==> src/ipb_pkg.sv <==
// package: register map, field layout and carrier types of the interrupt priority bank
// Function
// - field code 111 gives the source level 7, the highest level
// - code 001 is level 1, lowest active; codes between map to matching levels
// - code 000 disables the source; it never raises a request
// - bits without a priority field read as zero and ignore writes
// - at reset each field loads msb set, two lower bits cleared
// - every implemented field is readable and writable by software
// - dma channel 4 at bits 10:8, parallel port at bits 6:4
// - i2c2 master event at bits 10:8, i2c2 slave event at bits 6:4
// - external interrupt 4 at bits 10:8, external interrupt 3 at bits 6:4
// - clock calendar at bits 10:8, dma channel 5 at bits 6:4
// - checksum error 14:12, uart2 error 10:8, uart1 error 6:4
// - low voltage detect at bits 2:0, bits 15:3 unimplemented
// - charge time unit at bits 6:4, other bits unimplemented
// - uart3 transmit 14:12, uart3 receive 10:8, uart3 error 6:4
// - after any reset every source sits at priority level 4
package ipb_pkg;

    localparam int IPB_ADDR_W = 8;
    localparam int IPB_DATA_W = 32;
    localparam int IPB_REG_W = 16;
    localparam int IPB_FIELD_W = 3;
    localparam int IPB_NUM_REGS = 8;
    localparam int IPB_NUM_SRC = 16;

    // byte offsets of the priority registers
    localparam logic [7:0] IPB_OFS_DMA4_PARPORT = 8'h00;
    localparam logic [7:0] IPB_OFS_I2C2_EVENTS = 8'h04;
    localparam logic [7:0] IPB_OFS_EXT_INT_3_4 = 8'h08;
    localparam logic [7:0] IPB_OFS_CLOCK_CAL_DMA5 = 8'h0C;
    localparam logic [7:0] IPB_OFS_CRC_UART_ERRORS = 8'h10;
    localparam logic [7:0] IPB_OFS_LOW_VOLTAGE = 8'h14;
    localparam logic [7:0] IPB_OFS_CHARGE_TIME_UNIT = 8'h18;
    localparam logic [7:0] IPB_OFS_UART3_ALL = 8'h1C;

    // field positions (lsb of each 3-bit field)
    localparam int IPB_POS_TOP = 12;
    localparam int IPB_POS_HIGH = 8;
    localparam int IPB_POS_MID = 4;
    localparam int IPB_POS_LOW = 0;

    // level 4 after reset
    localparam logic [2:0] IPB_PRIO_RESET = 3'h4;
    localparam logic [2:0] IPB_PRIO_OFF = 3'h0;

    // source order in the request vectors
    localparam int IPB_SRC_DMA4 = 0;
    localparam int IPB_SRC_PARPORT = 1;
    localparam int IPB_SRC_I2C2_MST = 2;
    localparam int IPB_SRC_I2C2_SLV = 3;
    localparam int IPB_SRC_EXT4 = 4;
    localparam int IPB_SRC_EXT3 = 5;
    localparam int IPB_SRC_CLOCK_CAL = 6;
    localparam int IPB_SRC_DMA5 = 7;
    localparam int IPB_SRC_CHECKSUM = 8;
    localparam int IPB_SRC_UART2_ERR = 9;
    localparam int IPB_SRC_UART1_ERR = 10;
    localparam int IPB_SRC_LOW_VOLT = 11;
    localparam int IPB_SRC_CHARGE_TIME = 12;
    localparam int IPB_SRC_UART3_TX = 13;
    localparam int IPB_SRC_UART3_RX = 14;
    localparam int IPB_SRC_UART3_ERR = 15;

    typedef struct packed {
        logic [2:0] dma_ch4_priority;
        logic [2:0] parallel_port_priority;
        logic [2:0] i2c2_master_priority;
        logic [2:0] i2c2_slave_priority;
        logic [2:0] ext_irq4_priority;
        logic [2:0] ext_irq3_priority;
        logic [2:0] clock_calendar_priority;
        logic [2:0] dma_ch5_priority;
        logic [2:0] checksum_error_priority;
        logic [2:0] uart2_error_priority;
        logic [2:0] uart1_error_priority;
        logic [2:0] low_voltage_priority;
        logic [2:0] charge_time_priority;
        logic [2:0] uart3_transmit_priority;
        logic [2:0] uart3_receive_priority;
        logic [2:0] uart3_error_priority;
    } ipb_prio_bank_type;

endpackage

==> src/ipb_priority_bank.sv <==
// module: apb slave holding the interrupt priority fields and gating source requests
`timescale 1ns/1ps
module ipb_priority_bank
    import ipb_pkg::*;
(
    // clock and reset
    input wire logic core_clk,
    input wire logic rst,
    // apb slave
    input wire logic psel,
    input wire logic penable,
    input wire logic pwrite,
    input wire logic [IPB_ADDR_W-1:0] paddr,
    input wire logic [IPB_DATA_W-1:0] pwdata,
    input wire logic [3:0] pstrb,
    output logic [IPB_DATA_W-1:0] prdata,
    output logic pready,
    output logic pslverr,
    // toward arbitration
    output ipb_prio_bank_type prio_levels,
    // peripheral requests in, gated requests out
    input wire logic [IPB_NUM_SRC-1:0] src_req,
    output logic [IPB_NUM_SRC-1:0] req_active
);

    logic [2:0] dma_ch4_priority_ff;
    logic [2:0] parallel_port_priority_ff;
    logic [2:0] i2c2_master_priority_ff;
    logic [2:0] i2c2_slave_priority_ff;
    logic [2:0] ext_irq4_priority_ff;
    logic [2:0] ext_irq3_priority_ff;
    logic [2:0] clock_calendar_priority_ff;
    logic [2:0] dma_ch5_priority_ff;
    logic [2:0] checksum_error_priority_ff;
    logic [2:0] uart2_error_priority_ff;
    logic [2:0] uart1_error_priority_ff;
    logic [2:0] low_voltage_priority_ff;
    logic [2:0] charge_time_priority_ff;
    logic [2:0] uart3_transmit_priority_ff;
    logic [2:0] uart3_receive_priority_ff;
    logic [2:0] uart3_error_priority_ff;

    logic [IPB_DATA_W-1:0] prdata_ff;
    logic [IPB_DATA_W-1:0] nxt_prdata;
    logic pslverr_ff;
    logic [IPB_NUM_SRC-1:0] req_active_ff;
    logic [IPB_NUM_SRC-1:0] nxt_req_active;
    logic [IPB_NUM_REGS-1:0] reg_hit;
    logic [IPB_REG_W-1:0] rd_word;
    logic setup_phase;
    logic wr_access;
    logic wr_lo;
    logic wr_hi;
    logic [2:0] prio_vec [IPB_NUM_SRC];

    assign setup_phase = psel && !penable;
    // zero wait states: read data was captured in the setup cycle
    assign pready = psel && penable;
    assign wr_access = psel && penable && pwrite;
    assign wr_lo = wr_access && pstrb[0];
    assign wr_hi = wr_access && pstrb[1];
    assign prdata = prdata_ff;
    // error only shows during the access phase, where the master samples it
    assign pslverr = pslverr_ff && psel && penable;
    assign req_active = req_active_ff;

    // address decode; misaligned addresses fall through as unmapped
    always_comb
    begin
        reg_hit = '0;
        if (paddr == IPB_OFS_DMA4_PARPORT)
            reg_hit[0] = 1'b1;
        else if (paddr == IPB_OFS_I2C2_EVENTS)
            reg_hit[1] = 1'b1;
        else if (paddr == IPB_OFS_EXT_INT_3_4)
            reg_hit[2] = 1'b1;
        else if (paddr == IPB_OFS_CLOCK_CAL_DMA5)
            reg_hit[3] = 1'b1;
        else if (paddr == IPB_OFS_CRC_UART_ERRORS)
            reg_hit[4] = 1'b1;
        else if (paddr == IPB_OFS_LOW_VOLTAGE)
            reg_hit[5] = 1'b1;
        else if (paddr == IPB_OFS_CHARGE_TIME_UNIT)
            reg_hit[6] = 1'b1;
        else if (paddr == IPB_OFS_UART3_ALL)
            reg_hit[7] = 1'b1;
    end

    // read image: unused positions stay zero
    always_comb
    begin
        rd_word = '0;
        if (reg_hit[0])
        begin
            rd_word[IPB_POS_HIGH +: IPB_FIELD_W] = dma_ch4_priority_ff;
            rd_word[IPB_POS_MID +: IPB_FIELD_W] = parallel_port_priority_ff;
        end
        else if (reg_hit[1])
        begin
            rd_word[IPB_POS_HIGH +: IPB_FIELD_W] = i2c2_master_priority_ff;
            rd_word[IPB_POS_MID +: IPB_FIELD_W] = i2c2_slave_priority_ff;
        end
        else if (reg_hit[2])
        begin
            rd_word[IPB_POS_HIGH +: IPB_FIELD_W] = ext_irq4_priority_ff;
            rd_word[IPB_POS_MID +: IPB_FIELD_W] = ext_irq3_priority_ff;
        end
        else if (reg_hit[3])
        begin
            rd_word[IPB_POS_HIGH +: IPB_FIELD_W] = clock_calendar_priority_ff;
            rd_word[IPB_POS_MID +: IPB_FIELD_W] = dma_ch5_priority_ff;
        end
        else if (reg_hit[4])
        begin
            rd_word[IPB_POS_TOP +: IPB_FIELD_W] = checksum_error_priority_ff;
            rd_word[IPB_POS_HIGH +: IPB_FIELD_W] = uart2_error_priority_ff;
            rd_word[IPB_POS_MID +: IPB_FIELD_W] = uart1_error_priority_ff;
        end
        else if (reg_hit[5])
        begin
            rd_word[IPB_POS_LOW +: IPB_FIELD_W] = low_voltage_priority_ff;
        end
        else if (reg_hit[6])
        begin
            rd_word[IPB_POS_MID +: IPB_FIELD_W] = charge_time_priority_ff;
        end
        else if (reg_hit[7])
        begin
            rd_word[IPB_POS_TOP +: IPB_FIELD_W] = uart3_transmit_priority_ff;
            rd_word[IPB_POS_HIGH +: IPB_FIELD_W] = uart3_receive_priority_ff;
            rd_word[IPB_POS_MID +: IPB_FIELD_W] = uart3_error_priority_ff;
        end
    end

    always_comb
    begin
        // a write loads zero so stale read data never lingers on the bus
        nxt_prdata = '0;
        if (!pwrite)
            nxt_prdata[IPB_REG_W-1:0] = rd_word;
    end

    // read data and error captured at setup, held through the access phase
    always_ff @(posedge core_clk or posedge rst)
    begin
        if (rst)
        begin
            prdata_ff <= '0;
            pslverr_ff <= 1'b0;
        end
        else if (setup_phase)
        begin
            prdata_ff <= nxt_prdata;
            pslverr_ff <= ~|reg_hit;
        end
    end

    // fields above bit 7 follow byte lane 1, the others lane 0
    always_ff @(posedge core_clk or posedge rst)
    begin
        if (rst)
        begin
            dma_ch4_priority_ff <= IPB_PRIO_RESET;
            parallel_port_priority_ff <= IPB_PRIO_RESET;
        end
        else if (reg_hit[0])
        begin
            if (wr_hi)
            begin
                dma_ch4_priority_ff <= pwdata[IPB_POS_HIGH +: IPB_FIELD_W];
            end
            if (wr_lo)
            begin
                parallel_port_priority_ff <= pwdata[IPB_POS_MID +: IPB_FIELD_W];
            end
        end
    end

    always_ff @(posedge core_clk or posedge rst)
    begin
        if (rst)
        begin
            i2c2_master_priority_ff <= IPB_PRIO_RESET;
            i2c2_slave_priority_ff <= IPB_PRIO_RESET;
        end
        else if (reg_hit[1])
        begin
            if (wr_hi)
            begin
                i2c2_master_priority_ff <= pwdata[IPB_POS_HIGH +: IPB_FIELD_W];
            end
            if (wr_lo)
            begin
                i2c2_slave_priority_ff <= pwdata[IPB_POS_MID +: IPB_FIELD_W];
            end
        end
    end

    always_ff @(posedge core_clk or posedge rst)
    begin
        if (rst)
        begin
            ext_irq4_priority_ff <= IPB_PRIO_RESET;
            ext_irq3_priority_ff <= IPB_PRIO_RESET;
        end
        else if (reg_hit[2])
        begin
            if (wr_hi)
            begin
                ext_irq4_priority_ff <= pwdata[IPB_POS_HIGH +: IPB_FIELD_W];
            end
            if (wr_lo)
            begin
                ext_irq3_priority_ff <= pwdata[IPB_POS_MID +: IPB_FIELD_W];
            end
        end
    end

    always_ff @(posedge core_clk or posedge rst)
    begin
        if (rst)
        begin
            clock_calendar_priority_ff <= IPB_PRIO_RESET;
            dma_ch5_priority_ff <= IPB_PRIO_RESET;
        end
        else if (reg_hit[3])
        begin
            if (wr_hi)
            begin
                clock_calendar_priority_ff <= pwdata[IPB_POS_HIGH +: IPB_FIELD_W];
            end
            if (wr_lo)
            begin
                dma_ch5_priority_ff <= pwdata[IPB_POS_MID +: IPB_FIELD_W];
            end
        end
    end

    always_ff @(posedge core_clk or posedge rst)
    begin
        if (rst)
        begin
            checksum_error_priority_ff <= IPB_PRIO_RESET;
            uart2_error_priority_ff <= IPB_PRIO_RESET;
            uart1_error_priority_ff <= IPB_PRIO_RESET;
        end
        else if (reg_hit[4])
        begin
            if (wr_hi)
            begin
                checksum_error_priority_ff <= pwdata[IPB_POS_TOP +: IPB_FIELD_W];
                uart2_error_priority_ff <= pwdata[IPB_POS_HIGH +: IPB_FIELD_W];
            end
            if (wr_lo)
            begin
                uart1_error_priority_ff <= pwdata[IPB_POS_MID +: IPB_FIELD_W];
            end
        end
    end

    always_ff @(posedge core_clk or posedge rst)
    begin
        // the only field of this register sits in byte lane 0
        if (rst)
        begin
            low_voltage_priority_ff <= IPB_PRIO_RESET;
        end
        else if (reg_hit[5] && wr_lo)
        begin
            low_voltage_priority_ff <= pwdata[IPB_POS_LOW +: IPB_FIELD_W];
        end
    end

    always_ff @(posedge core_clk or posedge rst)
    begin
        // bits 6:4 also ride on byte lane 0, so lane 1 is ignored here
        if (rst)
        begin
            charge_time_priority_ff <= IPB_PRIO_RESET;
        end
        else if (reg_hit[6] && wr_lo)
        begin
            charge_time_priority_ff <= pwdata[IPB_POS_MID +: IPB_FIELD_W];
        end
    end

    always_ff @(posedge core_clk or posedge rst)
    begin
        if (rst)
        begin
            uart3_transmit_priority_ff <= IPB_PRIO_RESET;
            uart3_receive_priority_ff <= IPB_PRIO_RESET;
            uart3_error_priority_ff <= IPB_PRIO_RESET;
        end
        else if (reg_hit[7])
        begin
            if (wr_hi)
            begin
                uart3_transmit_priority_ff <= pwdata[IPB_POS_TOP +: IPB_FIELD_W];
                uart3_receive_priority_ff <= pwdata[IPB_POS_HIGH +: IPB_FIELD_W];
            end
            if (wr_lo)
            begin
                uart3_error_priority_ff <= pwdata[IPB_POS_MID +: IPB_FIELD_W];
            end
        end
    end

    // field codes pass straight through as levels 0..7
    always_comb
    begin
        prio_levels.dma_ch4_priority = dma_ch4_priority_ff;
        prio_levels.parallel_port_priority = parallel_port_priority_ff;
        prio_levels.i2c2_master_priority = i2c2_master_priority_ff;
        prio_levels.i2c2_slave_priority = i2c2_slave_priority_ff;
        prio_levels.ext_irq4_priority = ext_irq4_priority_ff;
        prio_levels.ext_irq3_priority = ext_irq3_priority_ff;
        prio_levels.clock_calendar_priority = clock_calendar_priority_ff;
        prio_levels.dma_ch5_priority = dma_ch5_priority_ff;
        prio_levels.checksum_error_priority = checksum_error_priority_ff;
        prio_levels.uart2_error_priority = uart2_error_priority_ff;
        prio_levels.uart1_error_priority = uart1_error_priority_ff;
        prio_levels.low_voltage_priority = low_voltage_priority_ff;
        prio_levels.charge_time_priority = charge_time_priority_ff;
        prio_levels.uart3_transmit_priority = uart3_transmit_priority_ff;
        prio_levels.uart3_receive_priority = uart3_receive_priority_ff;
        prio_levels.uart3_error_priority = uart3_error_priority_ff;
    end

    // 111 is level 7 and 001 level 1, unsigned order, so no recoding is needed
    always_comb
    begin
        prio_vec[IPB_SRC_DMA4] = dma_ch4_priority_ff;
        prio_vec[IPB_SRC_PARPORT] = parallel_port_priority_ff;
        prio_vec[IPB_SRC_I2C2_MST] = i2c2_master_priority_ff;
        prio_vec[IPB_SRC_I2C2_SLV] = i2c2_slave_priority_ff;
        prio_vec[IPB_SRC_EXT4] = ext_irq4_priority_ff;
        prio_vec[IPB_SRC_EXT3] = ext_irq3_priority_ff;
        prio_vec[IPB_SRC_CLOCK_CAL] = clock_calendar_priority_ff;
        prio_vec[IPB_SRC_DMA5] = dma_ch5_priority_ff;
        prio_vec[IPB_SRC_CHECKSUM] = checksum_error_priority_ff;
        prio_vec[IPB_SRC_UART2_ERR] = uart2_error_priority_ff;
        prio_vec[IPB_SRC_UART1_ERR] = uart1_error_priority_ff;
        prio_vec[IPB_SRC_LOW_VOLT] = low_voltage_priority_ff;
        prio_vec[IPB_SRC_CHARGE_TIME] = charge_time_priority_ff;
        prio_vec[IPB_SRC_UART3_TX] = uart3_transmit_priority_ff;
        prio_vec[IPB_SRC_UART3_RX] = uart3_receive_priority_ff;
        prio_vec[IPB_SRC_UART3_ERR] = uart3_error_priority_ff;
    end

    // a disabled source is masked here so arbitration never sees it
    always_comb
    begin
        nxt_req_active = '0;
        for (int i = 0; i < IPB_NUM_SRC; i++)
        begin
            nxt_req_active[i] = src_req[i] && (prio_vec[i] != IPB_PRIO_OFF);
        end
    end

    always_ff @(posedge core_clk or posedge rst)
    begin
        // registered so arbitration never sees a glitch from the compare
        if (rst)
        begin
            req_active_ff <= '0;
        end
        else
        begin
            req_active_ff <= nxt_req_active;
        end
    end

endmodule

==> config.mk <==
export PLATFORM = sky130hd
export DESIGN_NAME = ipb_priority_bank
export DESIGN_NICKNAME = d
export VERILOG_FILES = /design/src/ipb_pkg.sv /design/src/ipb_priority_bank.sv
export SDC_FILE = /design/constraint.sdc
export NUM_CORES = 1
export LEC_CHECK = 0
export BUFFER_PORTS_ARGS = -buffer_cell sky130_fd_sc_hd__buf_2
export CORE_MARGIN = 1.5
export CORE_UTILIZATION = 42
export DETAILED_ROUTE_END_ITERATION = 8
export GPL_TIMING_DRIVEN = 0
export PLACE_DENSITY = 0.73
export SLEW_MARGIN = 20
export SYNTH_ARGS = -nofsm -noshare
export SYNTH_HDL_FRONTEND = slang
export SYNTH_SLANG_ARGS = --single-unit
==> constraint.sdc <==
create_clock -name core_clk -period 2.3 [get_ports core_clk]
set_input_delay 0.345 -clock core_clk [delete_from_list [all_inputs] [get_ports core_clk]]
set_output_delay 0.345 -clock core_clk [all_outputs]
set_load 0.02 [all_outputs]
==> metrics.csv <==
metric,value,unit
outcome,completed,
p_leak,2.483,nW
synth_compound_area_frac,0.1026,
postSynthAreaPerCell,12.77,sq um
drive_gt1_frac,0.5392,
dp_cells,522,
final_nets,494,
yosys_warnings,0,
fp.dieW,95.10,microns
ios,163,
final_antenna_net_count,0,
async_reset_ff_frac,1.000,
first_global_vias,2679,
dp_hpwl,6.661,mm
worstPathArrival,2010,ps
grt_use_total,0.2036,
dominantRegCellSynth,dfrtp_1,
maxCapViolations,0,
slew_headroom,0.6037,
die-area,9043,sq um
end_kind,flop,
synth_common_cells,"61 x dfrtp_1, 51 x mux2_2, 21 x nand2_1",
io_buffers,118,
initial_core_util,0.4335,
routabilityCongestion,0.8192,
synthMuxAreaShare,0.1914,
crit_type,in -> reg,
drc_errors,0,
synth_xor_area_frac,0,
grt_pass1_wl,13.68,mm
area_growth,29.08,%
grt_max_degree,49,
power_density,583.0,nW/um^2
synth_area_leaders,"dfrtp_1 43%, mux2_2 16%, dfstp_2 12%",
synth_top_family_by_area,multiplexers,
maxSlewViolCount,0,
cp-start-kind,input pin,
wl_per_cell,16.21,microns
htreeDepth,3,
synth_seq_cells,77,
timing.hold.ws,203.7,ps
hold_violations,0,
first_pass_iters,4,
yosys.area_share.simple,0.09413,
reg2reg_slack,810,ps
synth_area_leader_cell,dfrtp_1,
fillerInstances,731,
syn-cell-area,3562,sq um
seq_area_frac_synth,0.5465,
clock_path_buffers,2,
numCtsBuffers,9,
ir_worst_vdd,0.5204,mV
clk_pin_slew,80,ps
root_buffer,clkbuf_8,
cts_setup_buffers,0,
drtIter0Drc,121,
grt-ovfl-total,0,
finClkSkew,8.647,ps
netlist_instances,279,
synth-edff-count,0,
finalWirelength,8.738,mm
max_slew.worst_pin.slew,589.5,ps
worstSkewPairLatency,360,ps
num_antenna_cells,0,
cts_tree,done,
antenna_found_initial,1,
power,0.002681,W
fmax,567.9,MHz
cp.required,2540,ps
synth_top_area_frac,0.4285,
hold_class,in -> reg,
ctsResizeCount,0,
num_vias,2761,
synthAdderAreaFrac,0,
cp_max_fo,10,
drt-vias-per-instance,5.122,
largest_reg_flops,16,
rows,33,
yosysUniqueCellTypes,42,
fin_crit_sh,0.7656,
period_needed,1761,ps
cts_sinks,77,
synth_most_common_cell,dfrtp_1,
rsz0062_at_grt,no,
setup_viol,0,
fin_cells,539,
die_h,95.10,microns
core,8217,sq um
routing by layer:
metal	routed length [microns]	up-vias	GRT usage	share of wire
met4	163	0	0.08706	0.019
met1	3932	1354	0.2651	0.45
met3	560	11	0.04864	0.064
li1	-	1290	-	-
met5	0	-	0	0
met2	4081	106	0.3239	0.47
through the flow:
step | setup TNS (ps) | area, sq um | setup WS [ps] | util
after CTS | 0 | 4598 | 516.1 | 0.5596
final | 0 | 4598 | 539.0 | 0.5596
after global routing | 0 | 4598 | 358.8 | 0.5596
after global placement | -56420 | 4355 | -886.7 | 0.5301
after floorplan | 0 | 3633 | 14.80 | -
after detailed placement | 0 | 4385 | 125.7 | 0.5337
critical path, cell delays in order:
cell and delay (ps):
buf_2 90, or2_2 300, buf_2 210, nor2_1 280
nand4_1 380, mux2_2 400
kinds of logic (layout without fill, tap and decap cells):
family / Yosys count / count (layout)
AOI/OAI and AO/OA: 46 / 46
buffers and inverters: 38 / 174
DFF: 77 / 77
muxes: 58 / 58
other: 1 / 20
and+or+nand+nor: 59 / 59
repair_timing:
item,in CTS,in global routing
hold endpoints to repair,22,0
endpoints found under the setup margin,0,0
hold buffers,1,0
layout make-up:
type                            count  area (sq um)  area share
Buffer                             31         202.7     0.04408
Timing Repair Buffer              120         628.1      0.1366
Inverter                            7         28.78    0.006259
Clock inverter                      3         43.79    0.009524
Clock buffer                       13         158.9     0.03456
Sequential cell                    77          1947      0.4234
Tap cell                          105         131.4     0.02857
Multi-Input combinational cell    183          1458      0.3170
layout by cell type (no fill, tap or decap), types with 2 or more instances in the layout:
| cell type | synthesis | layout |
|---|---|---|
| a21oi_1 | 3 | 3 |
| a221oi_1 | 2 | 2 |
| a22o_1 | 3 | 3 |
| a22oi_1 | 3 | 3 |
| a32o_1 | 4 | 4 |
| and2_1 | 4 | 4 |
| and3_1 | 4 | 4 |
| buf_2 | 3 | 121 |
| buf_4 | 20 | 20 |
| clkbuf_1 | 7 | 9 |
| clkbuf_8 | 0 | 11 |
| conb_1 | 1 | 20 |
| dfrtp_1 | 61 | 61 |
| dfstp_2 | 16 | 16 |
| inv_1 | 7 | 6 |
| mux2_2 | 51 | 51 |
| mux2i_1 | 4 | 4 |
| mux4_2 | 3 | 3 |
| nand2_1 | 21 | 21 |
| nand2b_1 | 3 | 3 |
| nand3_1 | 4 | 4 |
| nand4_1 | 3 | 3 |
| nor2_1 | 6 | 6 |
| nor4_1 | 2 | 2 |
| nor4_2 | 2 | 2 |
| o21ai_0 | 3 | 3 |
| o22ai_1 | 4 | 4 |
| o31a_1 | 17 | 17 |
| o31ai_1 | 3 | 3 |
| or4_1 | 2 | 2 |
worst paths after layout:
path | start | to | depth (start not counted)
setup / recovery | paddr[1] | uart3_receive_priority_ff[1] | 6
hold / removal | src_req[10] | req_active[10] | 2
setup reg to reg | ext_irq3_priority_ff[1] | prdata[5] | 4
hold reg to reg | prdata[10] | prdata[10] | 2
max in group asynchronous | rst | ext_irq4_priority_ff[2] | 4
min in group asynchronous | rst | req_active[11] | 3
power by group:
group | leakage [nW] | switching (W) | internal [W]
Combinational | 1.37 | 0.000158 | 0.0000962
Clock | 0.104 | 0.000486 | 0.000562
Sequential | 1.01 | 0.00000983 | 0.00137
Total | 2.48 | 0.000654 | 0.00203
(Power assumes the default switching activity.)
